`config.mk`:
```
export PLATFORM = sky130hd
export DESIGN_NAME = wwfc_watchdog
export DESIGN_NICKNAME = d
export VERILOG_FILES = /design/src/wwfc_pkg.sv /design/src/wwfc_watchdog.sv
export VERILOG_INCLUDE_DIRS = /design/src /design/src/src
export SDC_FILE = /design/constraint.sdc
export NUM_CORES = 1
export LEC_CHECK = 0
export BUFFER_PORTS_ARGS = -buffer_cell sky130_fd_sc_hd__buf_4
export CORE_ASPECT_RATIO = 0.75
export CORE_MARGIN = 10
export CORE_UTILIZATION = 55
export CTS_CLUSTER_DIAMETER = 200
export DETAILED_ROUTE_END_ITERATION = 10
export PLACE_DENSITY_LB_ADDON = 0.08
export SKIP_CTS_REPAIR_TIMING = 1
export SYNTH_ARGS = -nofsm -noshare
export SYNTH_HDL_FRONTEND = slang
export SYNTH_SLANG_ARGS = --single-unit
export TNS_END_PERCENT = 30
```
`constraint.sdc`:
```
create_clock -name i_core_clk -period 3.7 [get_ports i_core_clk]
set_input_delay 0.185 -clock i_core_clk [delete_from_list [all_inputs] [get_ports i_core_clk]]
set_output_delay 0.185 -clock i_core_clk [all_outputs]
set_load 0.01 [all_outputs]
```
`src/wwfc_consts.svh`:
```
// constants for the windowed watchdog fail counter block
// assumes a 10 MHz core clock and APB register access
`ifndef WWFC_CONSTS_SVH
`define WWFC_CONSTS_SVH
// register byte addresses
`define WWFC_ADDR_SAFETY_CFG 8'h00
`define WWFC_ADDR_CTRL 8'h04
`define WWFC_ADDR_WIN1 8'h08
`define WWFC_ADDR_WIN2 8'h0C
`define WWFC_ADDR_STATUS 8'h10
`define WWFC_ADDR_CMD 8'h14
// field positions
`define WWFC_BIT_RST_PERMIT 3
`define WWFC_BIT_DRV_PERMIT 0
`define WWFC_BIT_EXPIRY 1
`define WWFC_BIT_CMD_LOCK 0
`define WWFC_BIT_CMD_ACTIVE 1
// reset and load values
`define WWFC_TALLY_LOAD 3'h5
`define WWFC_TALLY_MAX 3'h7
`define WWFC_TALLY_OOR 3'h5
`define WWFC_WIN1_DEFAULT 7'h10
`define WWFC_WIN2_DEFAULT 5'h08
// timing: core clock 10 MHz, step 0.55 ms = 550000 ns
`define WWFC_CLK_NS 100
`define WWFC_STEP_NS 550000
`define WWFC_STEP_CYC (`WWFC_STEP_NS / `WWFC_CLK_NS)
// filter 32 us = 32000 ns, least time rounds up
`define WWFC_FILT_NS 32000
`define WWFC_FILT_CYC ((`WWFC_FILT_NS + `WWFC_CLK_NS - 1) / `WWFC_CLK_NS)
`endif

```
`src/wwfc_pkg.sv`:
```
// types for the windowed watchdog fail counter block
// assumes wwfc_consts.svh holds the address, field, tally and timing constants
package wwfc_pkg;
   // device states, gray along reset -> diag -> active
   typedef enum logic [1:0] {
      WWFC_ST_RESET = 2'b00,
      WWFC_ST_DIAG = 2'b01,
      WWFC_ST_ACTIVE = 2'b11
   } wwfc_dev_e;
   // watchdog window phase
   typedef enum logic [1:0] {
      WWFC_WIN_ONE = 2'b00,
      WWFC_WIN_TWO = 2'b01
   } wwfc_win_e;
endpackage : wwfc_pkg

```
`src/wwfc_watchdog.sv`:
```
// windowed watchdog with trigger filter, fail tally and apb registers
// assumes a 10 MHz clock, apb master on same clock, async trigger and cs pins
//
// Behaviour
// good event decrements tally, floor zero
// bad event increments tally, ceiling seven
// time-out increments tally, sets expiry flag
// tally five or more forces enable low
// tally four or less: enable follows permit
// tally ignores reset-permit bit
// load five entering diag and active
// bad event at seven with permit resets
// permit set at seven resets at once
// sequence is window one then two
// window one from 7-bit step count
// window two lasts field plus one steps
// step tick from divided system clock
// locked diag ignores window value writes
// window write restarts sequence, bumps tally
// time-out after both windows, restart
// trigger mode default after reset
// trigger pulse must exceed 32 us
// trigger in window one is bad
// trigger in window two is good
// time-out during spi frame: no flag
// mcu triggers early enough in window two
// watchdog failure overrides drive permit
// filter needs full stable filter time
`timescale 1ns/10ps
`include "wwfc_consts.svh"
`default_nettype none
module wwfc_watchdog (
   input wire logic i_core_clk,
   input wire logic i_rst,
   input wire logic i_psel,
   input wire logic i_penable,
   input wire logic i_pwrite,
   input wire logic [7:0] i_paddr,
   input wire logic [31:0] i_pwdata,
   output logic [31:0] o_prdata,
   output logic o_pready,
   output logic o_pslverr,
   input wire logic i_trigger_input_pin,
   input wire logic i_spi_cs_n,
   input wire logic i_other_error,
   output logic o_power_stage_enable_out,
   output logic o_mcu_reset_out_n
);
   localparam int STEP_CYC = `WWFC_STEP_CYC;
   localparam int FILT_CYC = `WWFC_FILT_CYC;

   typedef struct packed {
      logic [1:0] trg_sync;
      logic [1:0] cs_sync;
      logic trg_filt;
      logic [8:0] filt_cnt;
      logic trg_high;
      logic [12:0] div_cnt;
      logic [6:0] step_cnt;
      wwfc_pkg::wwfc_win_e win;
      wwfc_pkg::wwfc_dev_e dev;
      logic [2:0] tally;
      logic [6:0] win1_len;
      logic [4:0] win2_len;
      logic locked;
      logic rst_permit;
      logic drv_permit;
      logic expiry;
      logic [31:0] prdata;
      logic pready;
      logic pslverr;
      logic enable_out;
      logic mcu_rst_n;
   } wwfc_state_s;

   wwfc_state_s s_q;
   wwfc_state_s s_d;

   // saturating tally step, shared by all event sources
   function automatic logic [2:0] tally_step(input logic [2:0] t, input logic up);
      if (up) begin
         tally_step = (t == `WWFC_TALLY_MAX) ? t : 3'(t + 3'h1);
      end else begin
         tally_step = (t == 3'h0) ? t : 3'(t - 3'h1);
      end
   endfunction : tally_step

   // decode of the mapped register offsets, judged in the setup phase
   function automatic logic addr_mapped(input logic [7:0] a);
      case (a)
         `WWFC_ADDR_SAFETY_CFG, `WWFC_ADDR_CTRL, `WWFC_ADDR_WIN1,
         `WWFC_ADDR_WIN2, `WWFC_ADDR_STATUS, `WWFC_ADDR_CMD: addr_mapped = 1'b1;
         default: addr_mapped = 1'b0;
      endcase
   endfunction : addr_mapped

   logic wr_acc;
   logic step_tick;
   logic trig_evt;
   logic win_wr;
   logic timeout;
   logic bad_evt;
   logic good_evt;
   logic [6:0] win_limit;
   logic permit_rise;
   logic wd_reset;

   // next-state logic for the whole block
   always_comb begin
      s_d = s_q;
      wr_acc = i_psel && i_penable && i_pwrite;
      win_wr = 1'b0;
      timeout = 1'b0;
      bad_evt = 1'b0;
      good_evt = 1'b0;

      // pin synchronisers, first stage read only by the second
      s_d.trg_sync = {s_q.trg_sync[0], i_trigger_input_pin};
      s_d.cs_sync = {s_q.cs_sync[0], i_spi_cs_n};

      // stable-level deglitch filter
      if (s_q.trg_sync[1] == s_q.trg_filt) begin
         s_d.filt_cnt = 9'h000;
      end else if (s_q.filt_cnt == 9'(FILT_CYC - 1)) begin
         s_d.filt_cnt = 9'h000;
         s_d.trg_filt = s_q.trg_sync[1];
      end else begin
         s_d.filt_cnt = 9'(s_q.filt_cnt + 9'h001);
      end
      // trigger counts on the filtered falling edge after a long high
      trig_evt = s_q.trg_high && !s_q.trg_filt;
      s_d.trg_high = s_q.trg_filt;
      if (trig_evt) begin
         s_d.trg_high = 1'b0;
      end

      // 0.55 ms step divider
      step_tick = (s_q.div_cnt == 13'(STEP_CYC - 1));
      s_d.div_cnt = step_tick ? 13'h0000 : 13'(s_q.div_cnt + 13'h0001);

      // register writes; pready is high in every access phase
      s_d.pready = i_psel && !i_penable;
      // error decided in setup so that it stands beside pready
      s_d.pslverr = i_psel && !i_penable && !addr_mapped(i_paddr);
      if (wr_acc && s_q.pready) begin
         case (i_paddr)
            `WWFC_ADDR_SAFETY_CFG: s_d.rst_permit = i_pwdata[`WWFC_BIT_RST_PERMIT];
            `WWFC_ADDR_CTRL: s_d.drv_permit = i_pwdata[`WWFC_BIT_DRV_PERMIT];
            `WWFC_ADDR_WIN1: begin
               win_wr = 1'b1;
               // locked diagnostic state keeps the old value
               if (!(s_q.locked && s_q.dev == wwfc_pkg::WWFC_ST_DIAG)) begin
                  s_d.win1_len = i_pwdata[6:0];
               end
            end
            `WWFC_ADDR_WIN2: begin
               win_wr = 1'b1;
               if (!(s_q.locked && s_q.dev == wwfc_pkg::WWFC_ST_DIAG)) begin
                  s_d.win2_len = i_pwdata[4:0];
               end
            end
            `WWFC_ADDR_STATUS: begin
               // write one to clear expiry
               if (i_pwdata[`WWFC_BIT_EXPIRY]) begin
                  s_d.expiry = 1'b0;
               end
            end
            `WWFC_ADDR_CMD: begin
               if (i_pwdata[`WWFC_BIT_CMD_LOCK]) begin
                  s_d.locked = 1'b1;
               end
               if (i_pwdata[`WWFC_BIT_CMD_ACTIVE] && s_q.dev == wwfc_pkg::WWFC_ST_DIAG) begin
                  s_d.dev = wwfc_pkg::WWFC_ST_ACTIVE;
                  // load on diag to active
                  s_d.tally = `WWFC_TALLY_LOAD;
               end
            end
            // unmapped: no effect, the error was flagged in setup
            default: ;
         endcase
      end

      // register reads
      s_d.prdata = 32'h0000_0000;
      if (i_psel && !i_penable && !i_pwrite) begin
         case (i_paddr)
            `WWFC_ADDR_SAFETY_CFG: s_d.prdata[`WWFC_BIT_RST_PERMIT] = s_q.rst_permit;
            `WWFC_ADDR_CTRL: s_d.prdata[`WWFC_BIT_DRV_PERMIT] = s_q.drv_permit;
            `WWFC_ADDR_WIN1: s_d.prdata[6:0] = s_q.win1_len;
            `WWFC_ADDR_WIN2: s_d.prdata[4:0] = s_q.win2_len;
            `WWFC_ADDR_STATUS: begin
               s_d.prdata[`WWFC_BIT_EXPIRY] = s_q.expiry;
               s_d.prdata[10:8] = s_q.tally;
               s_d.prdata[13:12] = s_q.dev;
               s_d.prdata[14] = s_q.locked;
            end
            default: s_d.prdata = 32'h0000_0000;
         endcase
      end
      // permit bit going from zero to one in this access
      permit_rise = !s_q.rst_permit && s_d.rst_permit;

      // window one then window two; lengths in steps
      win_limit = (s_q.win == wwfc_pkg::WWFC_WIN_ONE) ? s_q.win1_len
                  : 7'({2'b00, s_q.win2_len} + 7'h01);
      if (step_tick) begin
         // window one ends after field minus one step ticks
         if (s_q.win == wwfc_pkg::WWFC_WIN_ONE
             && 7'(s_q.step_cnt + 7'h02) >= s_q.win1_len) begin
            s_d.win = wwfc_pkg::WWFC_WIN_TWO;
            s_d.step_cnt = 7'h00;
         end else if (s_q.win == wwfc_pkg::WWFC_WIN_TWO
                      && 7'(s_q.step_cnt + 7'h01) >= win_limit) begin
            // time-out at end of window two
            timeout = 1'b1;
         end else begin
            s_d.step_cnt = 7'(s_q.step_cnt + 7'h01);
         end
      end
      // classify trigger by window
      if (trig_evt && s_q.dev != wwfc_pkg::WWFC_ST_RESET) begin
         if (s_q.win == wwfc_pkg::WWFC_WIN_ONE) begin
            bad_evt = 1'b1;
         end else begin
            good_evt = 1'b1;
         end
      end
      // window writes count as bad and restart
      if (win_wr) begin
         bad_evt = 1'b1;
      end
      if (timeout || bad_evt || good_evt) begin
         s_d.win = wwfc_pkg::WWFC_WIN_ONE;
         s_d.step_cnt = 7'h00;
      end

      // tally update, independent of permit bit
      if (s_q.dev != wwfc_pkg::WWFC_ST_RESET) begin
         if (timeout || bad_evt) begin
            s_d.tally = tally_step(s_q.tally, 1'b1);
         end else if (good_evt) begin
            s_d.tally = tally_step(s_q.tally, 1'b0);
         end
      end
      // expiry flag only outside an spi frame; set wins over clear
      if (timeout && s_q.cs_sync[1]) begin
         s_d.expiry = 1'b1;
      end

      // watchdog reset of the mcu
      // a rise to seven with the permit set waits for the next failure
      wd_reset = s_q.dev != wwfc_pkg::WWFC_ST_RESET && s_q.tally == `WWFC_TALLY_MAX
                 && ((s_q.rst_permit && (bad_evt || timeout)) || permit_rise);
      if (wd_reset) begin
         s_d.dev = wwfc_pkg::WWFC_ST_RESET;
         s_d.tally = `WWFC_TALLY_LOAD;
      end else if (s_q.dev == wwfc_pkg::WWFC_ST_RESET) begin
         // diag entry: load, defaults, trigger mode
         s_d.dev = wwfc_pkg::WWFC_ST_DIAG;
         s_d.tally = `WWFC_TALLY_LOAD;
         s_d.win1_len = `WWFC_WIN1_DEFAULT;
         s_d.win2_len = `WWFC_WIN2_DEFAULT;
         s_d.win = wwfc_pkg::WWFC_WIN_ONE;
         s_d.step_cnt = 7'h00;
         s_d.locked = 1'b0;
         // permit cleared so a fresh diag state never loops into reset
         s_d.rst_permit = 1'b0;
      end
      s_d.mcu_rst_n = (s_d.dev != wwfc_pkg::WWFC_ST_RESET);

      // enable output from tally, permit and other errors
      s_d.enable_out = (s_d.tally < `WWFC_TALLY_OOR) && s_d.drv_permit
                       && !i_other_error && (s_d.dev != wwfc_pkg::WWFC_ST_RESET);
   end

   // single state register, synchronous reset
   always_ff @(posedge i_core_clk) begin
      if (i_rst) begin
         s_q <= '0;
         s_q.dev <= wwfc_pkg::WWFC_ST_RESET;
         s_q.tally <= `WWFC_TALLY_LOAD;
         s_q.win1_len <= `WWFC_WIN1_DEFAULT;
         s_q.win2_len <= `WWFC_WIN2_DEFAULT;
         s_q.cs_sync <= 2'b11;
      end else begin
         s_q <= s_d;
      end
   end

   // outputs straight from the state register
   assign o_prdata = s_q.prdata;
   assign o_pready = s_q.pready;
   assign o_pslverr = s_q.pslverr;
   assign o_power_stage_enable_out = s_q.enable_out;
   assign o_mcu_reset_out_n = s_q.mcu_rst_n;

   // assertions
   a_oor_enable_low: assert property (@(posedge i_core_clk) disable iff (i_rst)
      s_q.tally >= `WWFC_TALLY_OOR |-> !o_power_stage_enable_out)
      else $error("enable high while tally out of range");
   a_good_decrement: assert property (@(posedge i_core_clk) disable iff (i_rst)
      good_evt && !bad_evt && !timeout && s_q.dev != wwfc_pkg::WWFC_ST_RESET && !wr_acc
      && s_q.tally != 3'h0 |=> s_q.tally == 3'($past(s_q.tally) - 3'h1))
      else $error("good event did not decrement tally");
   a_bad_saturate: assert property (@(posedge i_core_clk) disable iff (i_rst)
      bad_evt && s_q.tally == 3'h7 && !s_q.rst_permit && s_q.dev != wwfc_pkg::WWFC_ST_RESET
      && !(wr_acc && i_paddr != `WWFC_ADDR_WIN1 && i_paddr != `WWFC_ADDR_WIN2)
      |=> s_q.tally == 3'h7)
      else $error("tally beyond seven");
   a_expiry_set: assert property (@(posedge i_core_clk) disable iff (i_rst)
      timeout && s_q.cs_sync[1] |=> s_q.expiry)
      else $error("timeout did not set expiry");
   a_frame_no_flag: assert property (@(posedge i_core_clk) disable iff (i_rst)
      timeout && !s_q.cs_sync[1] && !s_q.expiry && !(wr_acc && s_q.pready)
      |=> !s_q.expiry)
      else $error("expiry set during spi frame");
   a_permit_reset: assert property (@(posedge i_core_clk) disable iff (i_rst)
      permit_rise && s_q.tally == 3'h7 && s_q.dev != wwfc_pkg::WWFC_ST_RESET
      |=> s_q.dev == wwfc_pkg::WWFC_ST_RESET && !o_mcu_reset_out_n)
      else $error("no reset with permit at seven");
   a_restart_window: assert property (@(posedge i_core_clk) disable iff (i_rst)
      win_wr |=> s_q.win == wwfc_pkg::WWFC_WIN_ONE && s_q.step_cnt == 7'h00)
      else $error("window write did not restart sequence");
   a_diag_load: assert property (@(posedge i_core_clk) disable iff (i_rst)
      s_q.dev == wwfc_pkg::WWFC_ST_RESET |=> s_q.tally == 3'h5)
      else $error("tally not loaded to five");
   a_window_one_bad: assert property (@(posedge i_core_clk) disable iff (i_rst)
      trig_evt && s_q.win == wwfc_pkg::WWFC_WIN_ONE && s_q.dev != wwfc_pkg::WWFC_ST_RESET
      && s_q.tally < 3'h7 && !timeout && !wr_acc
      |=> s_q.tally == 3'($past(s_q.tally) + 3'h1))
      else $error("trigger in window one not bad");
   c_good_event: cover property (@(posedge i_core_clk) disable iff (i_rst) good_evt);
   c_timeout: cover property (@(posedge i_core_clk) disable iff (i_rst) timeout);
   c_mcu_reset: cover property (@(posedge i_core_clk) disable iff (i_rst)
      $fell(o_mcu_reset_out_n));
   c_window_bad: cover property (@(posedge i_core_clk) disable iff (i_rst)
      trig_evt && bad_evt);

   // further checks on tally, enable, reset, window length, divider, bus and expiry
   // time-out alone bumps the tally and restarts the sequence
   a_timeout_count: assert property (@(posedge i_core_clk) disable iff (i_rst)
      timeout && !bad_evt && !good_evt && !wd_reset && !wr_acc
      && s_q.dev != wwfc_pkg::WWFC_ST_RESET && s_q.tally != 3'h7
      |=> s_q.tally == 3'($past(s_q.tally) + 3'h1) && s_q.win == wwfc_pkg::WWFC_WIN_ONE)
      else $error("time-out did not bump tally");
   // enable follows permit only while the tally is in range
   a_enable_follow: assert property (@(posedge i_core_clk) disable iff (i_rst)
      s_q.enable_out == (s_q.tally < `WWFC_TALLY_OOR && s_q.drv_permit
      && s_q.dev != wwfc_pkg::WWFC_ST_RESET && !$past(i_other_error)))
      else $error("enable does not follow permit");
   // failure at seven with the permit set resets the mcu
   a_fail_reset: assert property (@(posedge i_core_clk) disable iff (i_rst)
      bad_evt && s_q.rst_permit && s_q.tally == 3'h7 && s_q.dev != wwfc_pkg::WWFC_ST_RESET
      |=> s_q.dev == wwfc_pkg::WWFC_ST_RESET && !o_mcu_reset_out_n && s_q.tally == 3'h5)
      else $error("no reset on failure at seven");
   // locked diag state keeps the window length
   a_win_lock: assert property (@(posedge i_core_clk) disable iff (i_rst)
      wr_acc && s_q.pready && i_paddr == `WWFC_ADDR_WIN1 && s_q.locked
      && s_q.dev == wwfc_pkg::WWFC_ST_DIAG |=> s_q.win1_len == $past(s_q.win1_len))
      else $error("locked window length changed");
   // divider wraps after the tick
   a_step_tick: assert property (@(posedge i_core_clk) disable iff (i_rst)
      step_tick |=> s_q.div_cnt == 13'h0000)
      else $error("step divider did not wrap");
   // bus error only ever beside ready
   a_error_pair: assert property (@(posedge i_core_clk) disable iff (i_rst)
      o_pslverr |-> o_pready)
      else $error("slave error without ready");
   // write one clears expiry when no time-out competes
   a_expiry_clear: assert property (@(posedge i_core_clk) disable iff (i_rst)
      wr_acc && s_q.pready && i_paddr == `WWFC_ADDR_STATUS
      && i_pwdata[`WWFC_BIT_EXPIRY] && !timeout |=> !s_q.expiry)
      else $error("expiry not cleared");
endmodule : wwfc_watchdog
`default_nettype wire

```
==> results.py, run 1 <==
metrics = {
    "setup_path": {
        "timing.rr.end": "s_q[53]",
        "arrival_ns": 3.44,
        "end_kind": "flop",
        "crit_required_ns": 3.93,
        "r2r-start": "s_q[59]",
        "crit_path_start_kind": "flop",
        "rrSetupSlack_ns": 0.50,
        "reg2regPathDepth": 11,
        "crit_type": "flop to flop",
        "critical_path.max_fanout": 10,
    },
    "placement": {
        "placedInstanceArea_um2": 4210,
        "routabilityCongestion": 0.855,
        "dp_hpwl_um": 6570,
        "io_buffer_count": 39,
        "place_ws_ns": 0.530,
    },
    "synth": {
        "yosysTopAreaCellShare": 0.374,
        "synth_area_um2": 4020,
        "yosysSeqAreaShare": 0.374,
        "synthTopCellsByArea": "dfxtp_1, ha_1, buf_4",
        "synth_edf_count": 0,
        "postSynthCellCount": 462,
        "synth_warnings": 0,
        "synth_flop_cell": "dfxtp_1",
        "synth_seq_cells": 75,
        "yosysTopAreaCell": "dfxtp_1",
        "ys_types": 57,
        "async_flop_share": 0,
        "avgSynthCellArea_um2": 8.69,
    },
    "global_routing": {
        "grt_max_degree": 24,
        "grt_pass1_wl_um": 14600,
        "antenna_found_initial": 0,
        "grt_overflow": 0,
        "grt_pass1_vias": 3061,
        "grt_usage": 0.157,
    },
    "sta": {
        "relSlewSlack": 0.381,
        "period_minus_slack_ns": 3.20,
        "finalSetupTns_ns": 0,
        "period_share": 0.866,
        "rsz0062_at_grt": "no",
        "slew_viol_final": 0,
        "finalSetupViolations": 0,
        "fmax_ghz": 0.312,
        "setup_ws_ns": 0.497,
        "hold_viol_final": 0,
        "worst_pin_slew_ns": 0.926,
        "clock_skew_ns": 0.00496,
    },
    "clock_tree": {
        "clockBufferDepth": 2,
        "cts_sinks": 75,
        "cts.clk_slew.worst_paths_ns": 0.07,
        "h-tree-depth": 3,
        "cts-root-buf": "clkbuf_8",
        "clk_latency_ns": 0.35,
        "numCtsBuffers": 9,
        "cts_tree": "yes",
    },
    "route": {
        "post_drt_wl_per_cell_um": 14.6,
        "ant_nets": 0,
        "wl_um": 8560,
        "drt_iter0_markers": 202,
        "vias": 3127,
        "drc": 0,
        "first_pass_iters": 5,
        "via_per_inst": 5.32,
    },
    "power": {
        "p_per_area_nw_per_um2": 343,
        "p_leak_uw": 0.00179,
        "vdd_drop_max_v": 0.000210,
    },
    "layout": {
        "postLayoutCellArea_um2": 4400,
        "n_fill_cell": 632,
        "nNetsFinal": 555,
        "postLayoutCoreUtil": 0.632,
        "syn_to_final_growth_pct": 9.63,
        "antenna_cells": 0,
        "drive_above_1_share": 0.151,
    },
    "outcome": {
        "outcome": "finished clean",
    },
    "floorplanning": {
        "dieArea_um2": 11200,
        "ioPinCount": 84,
        "die_height_um": 94.0,
        "die_x_um": 119,
        "start_util": 0.577,
        "core_um2": 6960,
        "fp-row-count": 26,
    },
    "min_path": {
        "hold_path_end": "s_d[91]",
        "holdPathStages": 2,
        "worstHoldStart": "i_spi_cs_n",
        "hold_path_class": "input port to flop",
    },
    "job": {
        "drv_cap": 0,
    },
}
## placed cells by master, fill, tap and decap left out, types with 3 or more instances in the layout
master	instances
dfxtp_1	75
nor2_1	58
buf_4	42
nand2_1	31
nand3_1	28
xor2_1	22
ha_1	22
a21oi_1	20
conb_1	19
and3_1	16
inv_1	15
xnor2_1	14
mux2i_1	14
nor3_1	13
clkbuf_8	10
a211oi_1	8
nor2b_1	7
nand4_1	6
o21ai_0	5
nand2b_1	5
or2_2	4
and4_1	3
o21ai_1	3
a21o_1	3
o211ai_1	3
clkinv_2	3
## worst max-delay path by stage
| stage | end | depth (start not counted) | start | slack [ns] |
|---|---|---|---|---|
| 2_1_floorplan | s_q[56] | 12 | s_q[59] | 0.92 |
| 4_1_cts | s_q[53] | 11 | s_q[59] | 0.51 |
| 3_3_place_gp | s_q[53] | 11 | s_q[59] | 0.63 |
| 3_5_place_dp | s_q[53] | 11 | s_q[59] | 0.53 |
| 5_1_grt | s_q[53] | 11 | s_q[59] | 0.21 |
| 6_report | s_q[53] | 11 | s_q[59] | 0.50 |
## per-stage QoR
step	hold slack (ns)	power, uW	cells
floorplan	0.281	888	480
global route	0.0170	1570	588
global placement	0.378	907	572
finish	0.0258	1510	588
CTS	0.0127	1520	588
detailed placement	0.381	908	572
## state kept, by name, indices dropped and copies added, names as in the netlist
signal                    flops
o_mcu_reset_out_n             1
o_power_stage_enable_out      1
o_prdata                     13
o_pslverr                     1
s_d                           2
o_pready                      1
s_q                          56
## Yosys cell counts, drive strengths merged (2+ instances only)
cell     count
a21o         3
o211ai       3
and4         3
or4          2
or3          2
nand2       31
mux2         2
nand4        6
a211oi       9
nand2b       5
o21a         2
and3        16
xor2        22
and4bb       2
buf         37
nor3        14
inv         15
a21boi       2
or2          4
a2111oi      3
ha          22
xnor2       14
nor3b        2
o21ai        8
dfxtp       75
nor4         2
mux2i       14
nor2b        7
a21oi       21
a31oi        2
nand3       29
nor2        59
clkbuf      11
## worst max-delay path: stages (launching register included)
cell and delay [ns]:
dfxtp_1 0.49, ha_1 0.26, nand3_1 0.15, nor2_1 0.19
xor2_1 0.19, ha_1 0.27, and4b_1 0.20, and3_1 0.21
a21oi_2 0.22, o21ba_1 0.41, a2111oi_4 0.15, a2111oi_1 0.33
## routing by layer
layer | global-route usage | routed length (um) | vias up
met5 | 0 | 0 | -
met4 | 0.0426 | 69 | 0
li1 | - | - | 1595
met2 | 0.246 | 3790 | 72
met1 | 0.205 | 4180 | 1454
met3 | 0.0511 | 521 | 6
## where the power goes
group | internal, uW | switching [uW] | total (uW)
logic | 27.7 | 43.0 | 70.8
clock network | 326 | 291 | 618
registers | 814 | 6.02 | 820
total | 1170 | 340 | 1510
## kinds of logic (layout without fill, tap and decap cells)
logic type               Yosys count  count (layout)  share of synthesized area
XOR/XNOR                          36              36                     0.0785
adder cells (fa/ha/maj)           22              22                     0.0685
flip-flops                        75              75                      0.374
multiplexers                      16              16                     0.0405
buffers and inverters             63              73                     0.0919
AO/OA/AOI/OAI                     61              61                      0.109
AND/OR/NAND/NOR                  188             188                      0.237
other                              1              19                   0.000934
## cell type report
class	count	area, um^2	share of cell area
clock inverters	5	52.6	0.0119
inverters	15	56.3	0.0128
well taps	98	123	0.0278
flip-flops and latches	75	1500	0.341
clock buffers	11	141	0.0321
repair buffers	42	315	0.0716
multi-input cells	342	2210	0.503
Note: power is estimated with default switching activity, not from simulation.
==> inputs of run 2 (changes only) <==
--- a/config.mk
+++ b/config.mk
@@ -12,7 +12,7 @@
 export CORE_UTILIZATION = 55
 export CTS_CLUSTER_DIAMETER = 200
 export DETAILED_ROUTE_END_ITERATION = 10
-export PLACE_DENSITY_LB_ADDON = 0.08
+export PLACE_DENSITY_LB_ADDON = 0.25
 export SKIP_CTS_REPAIR_TIMING = 1
 export SYNTH_ARGS = -nofsm -noshare
 export SYNTH_HDL_FRONTEND = slang
==> results.py, run 2 (synthesized netlist as in run 1, its figures left out) <==
metrics = {
    "layout": {
        "layout_commonest_cell": "dfxtp_1",
        "antenna_cells": 0,
        "nNetsFinal": 554,
        "mostFrequentLayoutCells": "dfxtp_1, nor2_1, buf_4",
        "largest_reg_flops": 56,
        "largest-register": "s_q",
        "postLayoutCoreUtil": 0.631,
        "postLayoutCellArea_um2": 4400,
        "syn_to_final_growth_pct": 9.44,
        "drive_above_1_share": 0.145,
    },
    "min_path": {
        "hold_path_class": "input port to flop",
        "worstHoldStart": "i_spi_cs_n",
    },
    "sta": {
        "slew_viol_final": 0,
        "clock_skew_ns": 0.00764,
        "period_share": 0.902,
        "rsz0062_at_grt": "no",
        "worst_pin_slew_ns": 0.961,
        "period_minus_slack_ns": 3.34,
        "finalSetupTns_ns": 0,
        "fmax_ghz": 0.300,
        "hold_viol_final": 0,
        "finalSetupViolations": 0,
        "relSlewSlack": 0.357,
        "setup_ws_ns": 0.364,
    },
    "route": {
        "wl_um": 8650,
        "drt_iter0_markers": 165,
        "vias": 3183,
        "via_per_inst": 5.43,
        "drc": 0,
        "first_pass_iters": 4,
        "post_drt_wl_per_cell_um": 14.8,
        "ant_nets": 0,
    },
    "setup_path": {
        "critPathLaunch": "s_q[57]",
        "critical_path.max_fanout": 14,
        "r2r-start": "s_q[57]",
        "crit_required_ns": 3.93,
        "crit_type": "flop to flop",
        "crit_path_start_kind": "flop",
        "end_kind": "flop",
        "arrival_ns": 3.56,
    },
    "floorplanning": {
        "fp-row-count": 26,
        "die_height_um": 94.0,
        "start_util": 0.577,
        "die_x_um": 119,
        "ioPinCount": 84,
        "dieArea_um2": 11200,
        "core_um2": 6960,
    },
    "clock_tree": {
        "clockBufferDepth": 2,
        "cts-root-buf": "clkbuf_8",
        "cts.clk_slew.worst_paths_ns": 0.07,
        "h-tree-depth": 3,
        "cts_tree": "yes",
        "cts_sinks": 75,
        "clk_latency_ns": 0.34,
        "numCtsBuffers": 9,
    },
    "power": {
        "vdd_drop_max_v": 0.000195,
        "p_per_area_nw_per_um2": 344,
        "p_leak_uw": 0.00179,
    },
    "global_routing": {
        "grt_usage": 0.158,
        "grt_overflow": 0,
        "grt_max_degree": 24,
        "grt_pass1_wl_um": 14800,
        "antenna_found_initial": 0,
        "grt_pass1_vias": 3175,
    },
    "placement": {
        "place_ws_ns": 0.398,
        "placedInstanceArea_um2": 4200,
        "dp_hpwl_um": 6570,
        "io_buffer_count": 39,
        "routabilityCongestion": 0.905,
    },
    "outcome": {
        "outcome": "finished clean",
    },
    "job": {
        "drv_cap": 0,
    },
}
-- run 2: cell types whose count changed in the layout (fill, tap and decap cells not counted) --
cell        change
clkinv_2        -2
buf_4           -1
clkbuf_1        +1
clkbuf_8        +1
clkinvlp_4      -1
-- run 2: layout make-up --
type	instances	area, um^2
fill	627	2570
multi-input combinational	342	2210
sequential	75	1500
timing repair buffer	41	308
clock buffer	13	159
tap	98	123
inverter	15	56.3
clock inverter	2	35.0
-- run 2: per-layer routing --
| layer | GRT usage | share of wire |
|---|---|---|
| met1 | 0.195 | 0.46 |
| met2 | 0.260 | 0.46 |
| met3 | 0.0456 | 0.077 |
| met4 | 0.0548 | 0.0042 |
| met5 | 0 | 0 |
-- run 2: path summary, 6_finish.rpt --
kind | endpoint | slack [ns] | cells after the start
setup reg to reg | s_q[53] | 0.36 | 10
setup / recovery | s_q[53] | 0.36 | 10
hold reg to reg | s_q[91] | 0.41 | 1
hold / removal | s_d[91] | 0.04 | 2
-- run 2: stage by stage --
step / total power, uW / hold WS [ns] / cells
detailed placement: 909 / 0.376 / 571
finish: 1510 / 0.0364 / 586
CTS: 1530 / 0.0201 / 586
global route: 1570 / 0.0273 / 586
floorplan: 888 / 0.281 / 480
global placement: 907 / 0.377 / 571
-- run 2: critical path, stage by stage, from the launching register on --
cell,delay [ns]
dfxtp_1,0.34
nor2_1,0.75
nor3_1,0.14
a21oi_1,0.22
ha_1,0.26
and4b_1,0.19
and3_1,0.22
a21oi_2,0.23
o21ba_1,0.42
a2111oi_4,0.15
a2111oi_1,0.31
-- run 2: report_power, final --
group | internal, uW | switching [uW] | leakage (uW)
clock | 345 | 277 | 0.0000995
combinational | 27.6 | 43.8 | 0.00108
sequential | 814 | 6.18 | 0.000607
==> inputs of run 3 (changes only) <==
==> constraint.sdc (replaced) <==
create_clock -name i_core_clk -period 3.7 [get_ports i_core_clk]
set_input_delay 0.37 -clock i_core_clk [delete_from_list [all_inputs] [get_ports i_core_clk]]
set_output_delay 0.37 -clock i_core_clk [all_outputs]
set_load 0.01 [all_outputs]
==> results.py, run 3 (synthesized netlist as in run 1, its figures left out) <==
metrics = {
    "min_path": {
        "hold_path_class": "input port to flop",
    },
    "setup_path": {
        "crit_required_ns": 3.92,
        "cp_slowest_cell": "nor2_1",
        "crit_path_start_kind": "flop",
        "crit_type": "flop to flop",
        "max_stage_delay_ns": 0.78,
        "cp_top_family": "simple AND/OR/NAND/NOR gates",
        "crit_chain": "nor2_1 -> nor3_1 -> a21oi_1 -> ha_1 -> and4b_1 -> and3_1 -> a21oi_2 -> o21ba_1 -> a2111oi_4 -> a2111oi_1",
        "critical_path.max_fanout": 14,
        "arrival_ns": 3.57,
        "end_kind": "flop",
        "crit_buf_inv": 0,
    },
    "sta": {
        "clock_skew_ns": 0.0135,
        "setup_ws_ns": 0.355,
        "period_share": 0.904,
        "worst_pin_slew_ns": 0.999,
        "hold_viol_final": 0,
        "rsz0062_at_grt": "no",
        "relSlewSlack": 0.332,
        "whs_ns": 0.215,
        "fmax_ghz": 0.299,
        "finalSetupTns_ns": 0,
        "period_minus_slack_ns": 3.35,
        "finalSetupViolations": 0,
        "slew_viol_final": 0,
    },
    "route": {
        "via_per_inst": 5.29,
        "drt_iter0_markers": 169,
        "first_pass_iters": 6,
        "ant_nets": 0,
        "post_drt_wl_per_cell_um": 14.8,
        "wl_um": 8700,
        "drc": 0,
        "vias": 3112,
    },
    "layout": {
        "layout_commonest_cell": "dfxtp_1",
        "drive_above_1_share": 0.149,
        "largest_reg_flops": 56,
        "largest-register": "s_q",
        "syn_to_final_growth_pct": 10.8,
        "mostFrequentLayoutCells": "dfxtp_1, nor2_1, buf_4",
        "nNetsFinal": 555,
        "antenna_cells": 0,
        "postLayoutCellArea_um2": 4450,
    },
    "outcome": {
        "outcome": "finished clean",
    },
    "placement": {
        "placedInstanceArea_um2": 4210,
        "io_buffer_count": 39,
        "dp_hpwl_um": 6590,
        "place_ws_ns": 0.403,
        "routabilityCongestion": 0.884,
    },
    "global_routing": {
        "grt_max_degree": 24,
        "grt_pass1_vias": 3076,
        "grt_usage": 0.159,
        "grt_pass1_wl_um": 14800,
        "antenna_found_initial": 0,
        "grt_overflow": 0,
    },
    "floorplanning": {
        "start_util": 0.577,
        "die_height_um": 94.0,
        "core_um2": 6960,
        "die_x_um": 119,
        "ioPinCount": 84,
        "dieArea_um2": 11200,
        "fp-row-count": 26,
    },
    "clock_tree": {
        "cts.clk_slew.worst_paths_ns": 0.07,
        "cts_tree": "yes",
        "clockBufferDepth": 2,
        "numCtsBuffers": 9,
        "cts_sinks": 75,
        "clk_latency_ns": 0.34,
        "cts-root-buf": "clkbuf_8",
        "h-tree-depth": 3,
    },
    "power": {
        "p_leak_uw": 0.00181,
        "p_per_area_nw_per_um2": 370,
        "vdd_drop_max_v": 0.000280,
    },
    "job": {
        "drv_cap": 0,
    },
}
-- run 3: routing by layer --
metal,routed length (um),vias to the layer above,GRT usage
met5,0,-,0
met2,3820,97,0.248
met3,552,10,0.0511
met1,4200,1407,0.205
li1,-,1598,-
met4,119,0,0.0527
-- run 3: final cells by class --
class / instances / area [um^2]
clock inverter: 4 / 97.6
sequential: 75 / 1500
clock buffer: 12 / 145
tap: 98 / 123
multi-input combinational: 342 / 2210
timing repair buffer: 42 / 315
inverter: 15 / 56.3
fill: 622 / 2510
-- run 3: path summary, 6_finish.rpt --
kind / end / slack (ns) / startpoint / depth (start not counted)
setup / recovery: s_q[53] / 0.35 / s_q[57] / 10
hold / removal: s_d[91] / 0.21 / i_spi_cs_n / 2
setup reg to reg: s_q[53] / 0.35 / s_q[57] / 10
hold reg to reg: s_q[91] / 0.41 / s_d[91] / 1
-- run 3: worst reg2reg max path: stages (launching register included) --
cell and delay (ns):
dfxtp_1 0.35, nor2_1 0.78, nor3_1 0.14, a21oi_1 0.20, ha_1 0.25, and4b_1 0.20, and3_1 0.21, a21oi_2 0.22
o21ba_1 0.41, a2111oi_4 0.16, a2111oi_1 0.32
-- run 3: power breakdown --
group	switching [uW]	internal, uW
clock network	288	467
logic	43.8	27.6
registers	6.01	814
total	338	1310
-- run 3: through the flow --
| stage | total power (uW) | instances | utilization |
|---|---|---|---|
| after floorplan | 888 | 480 | - |
| after global routing | 1700 | 588 | 0.639 |
| after CTS | 1660 | 588 | 0.639 |
| after detailed placement | 909 | 572 | 0.605 |
| after global placement | 907 | 572 | 0.605 |
| final | 1650 | 588 | 0.639 |
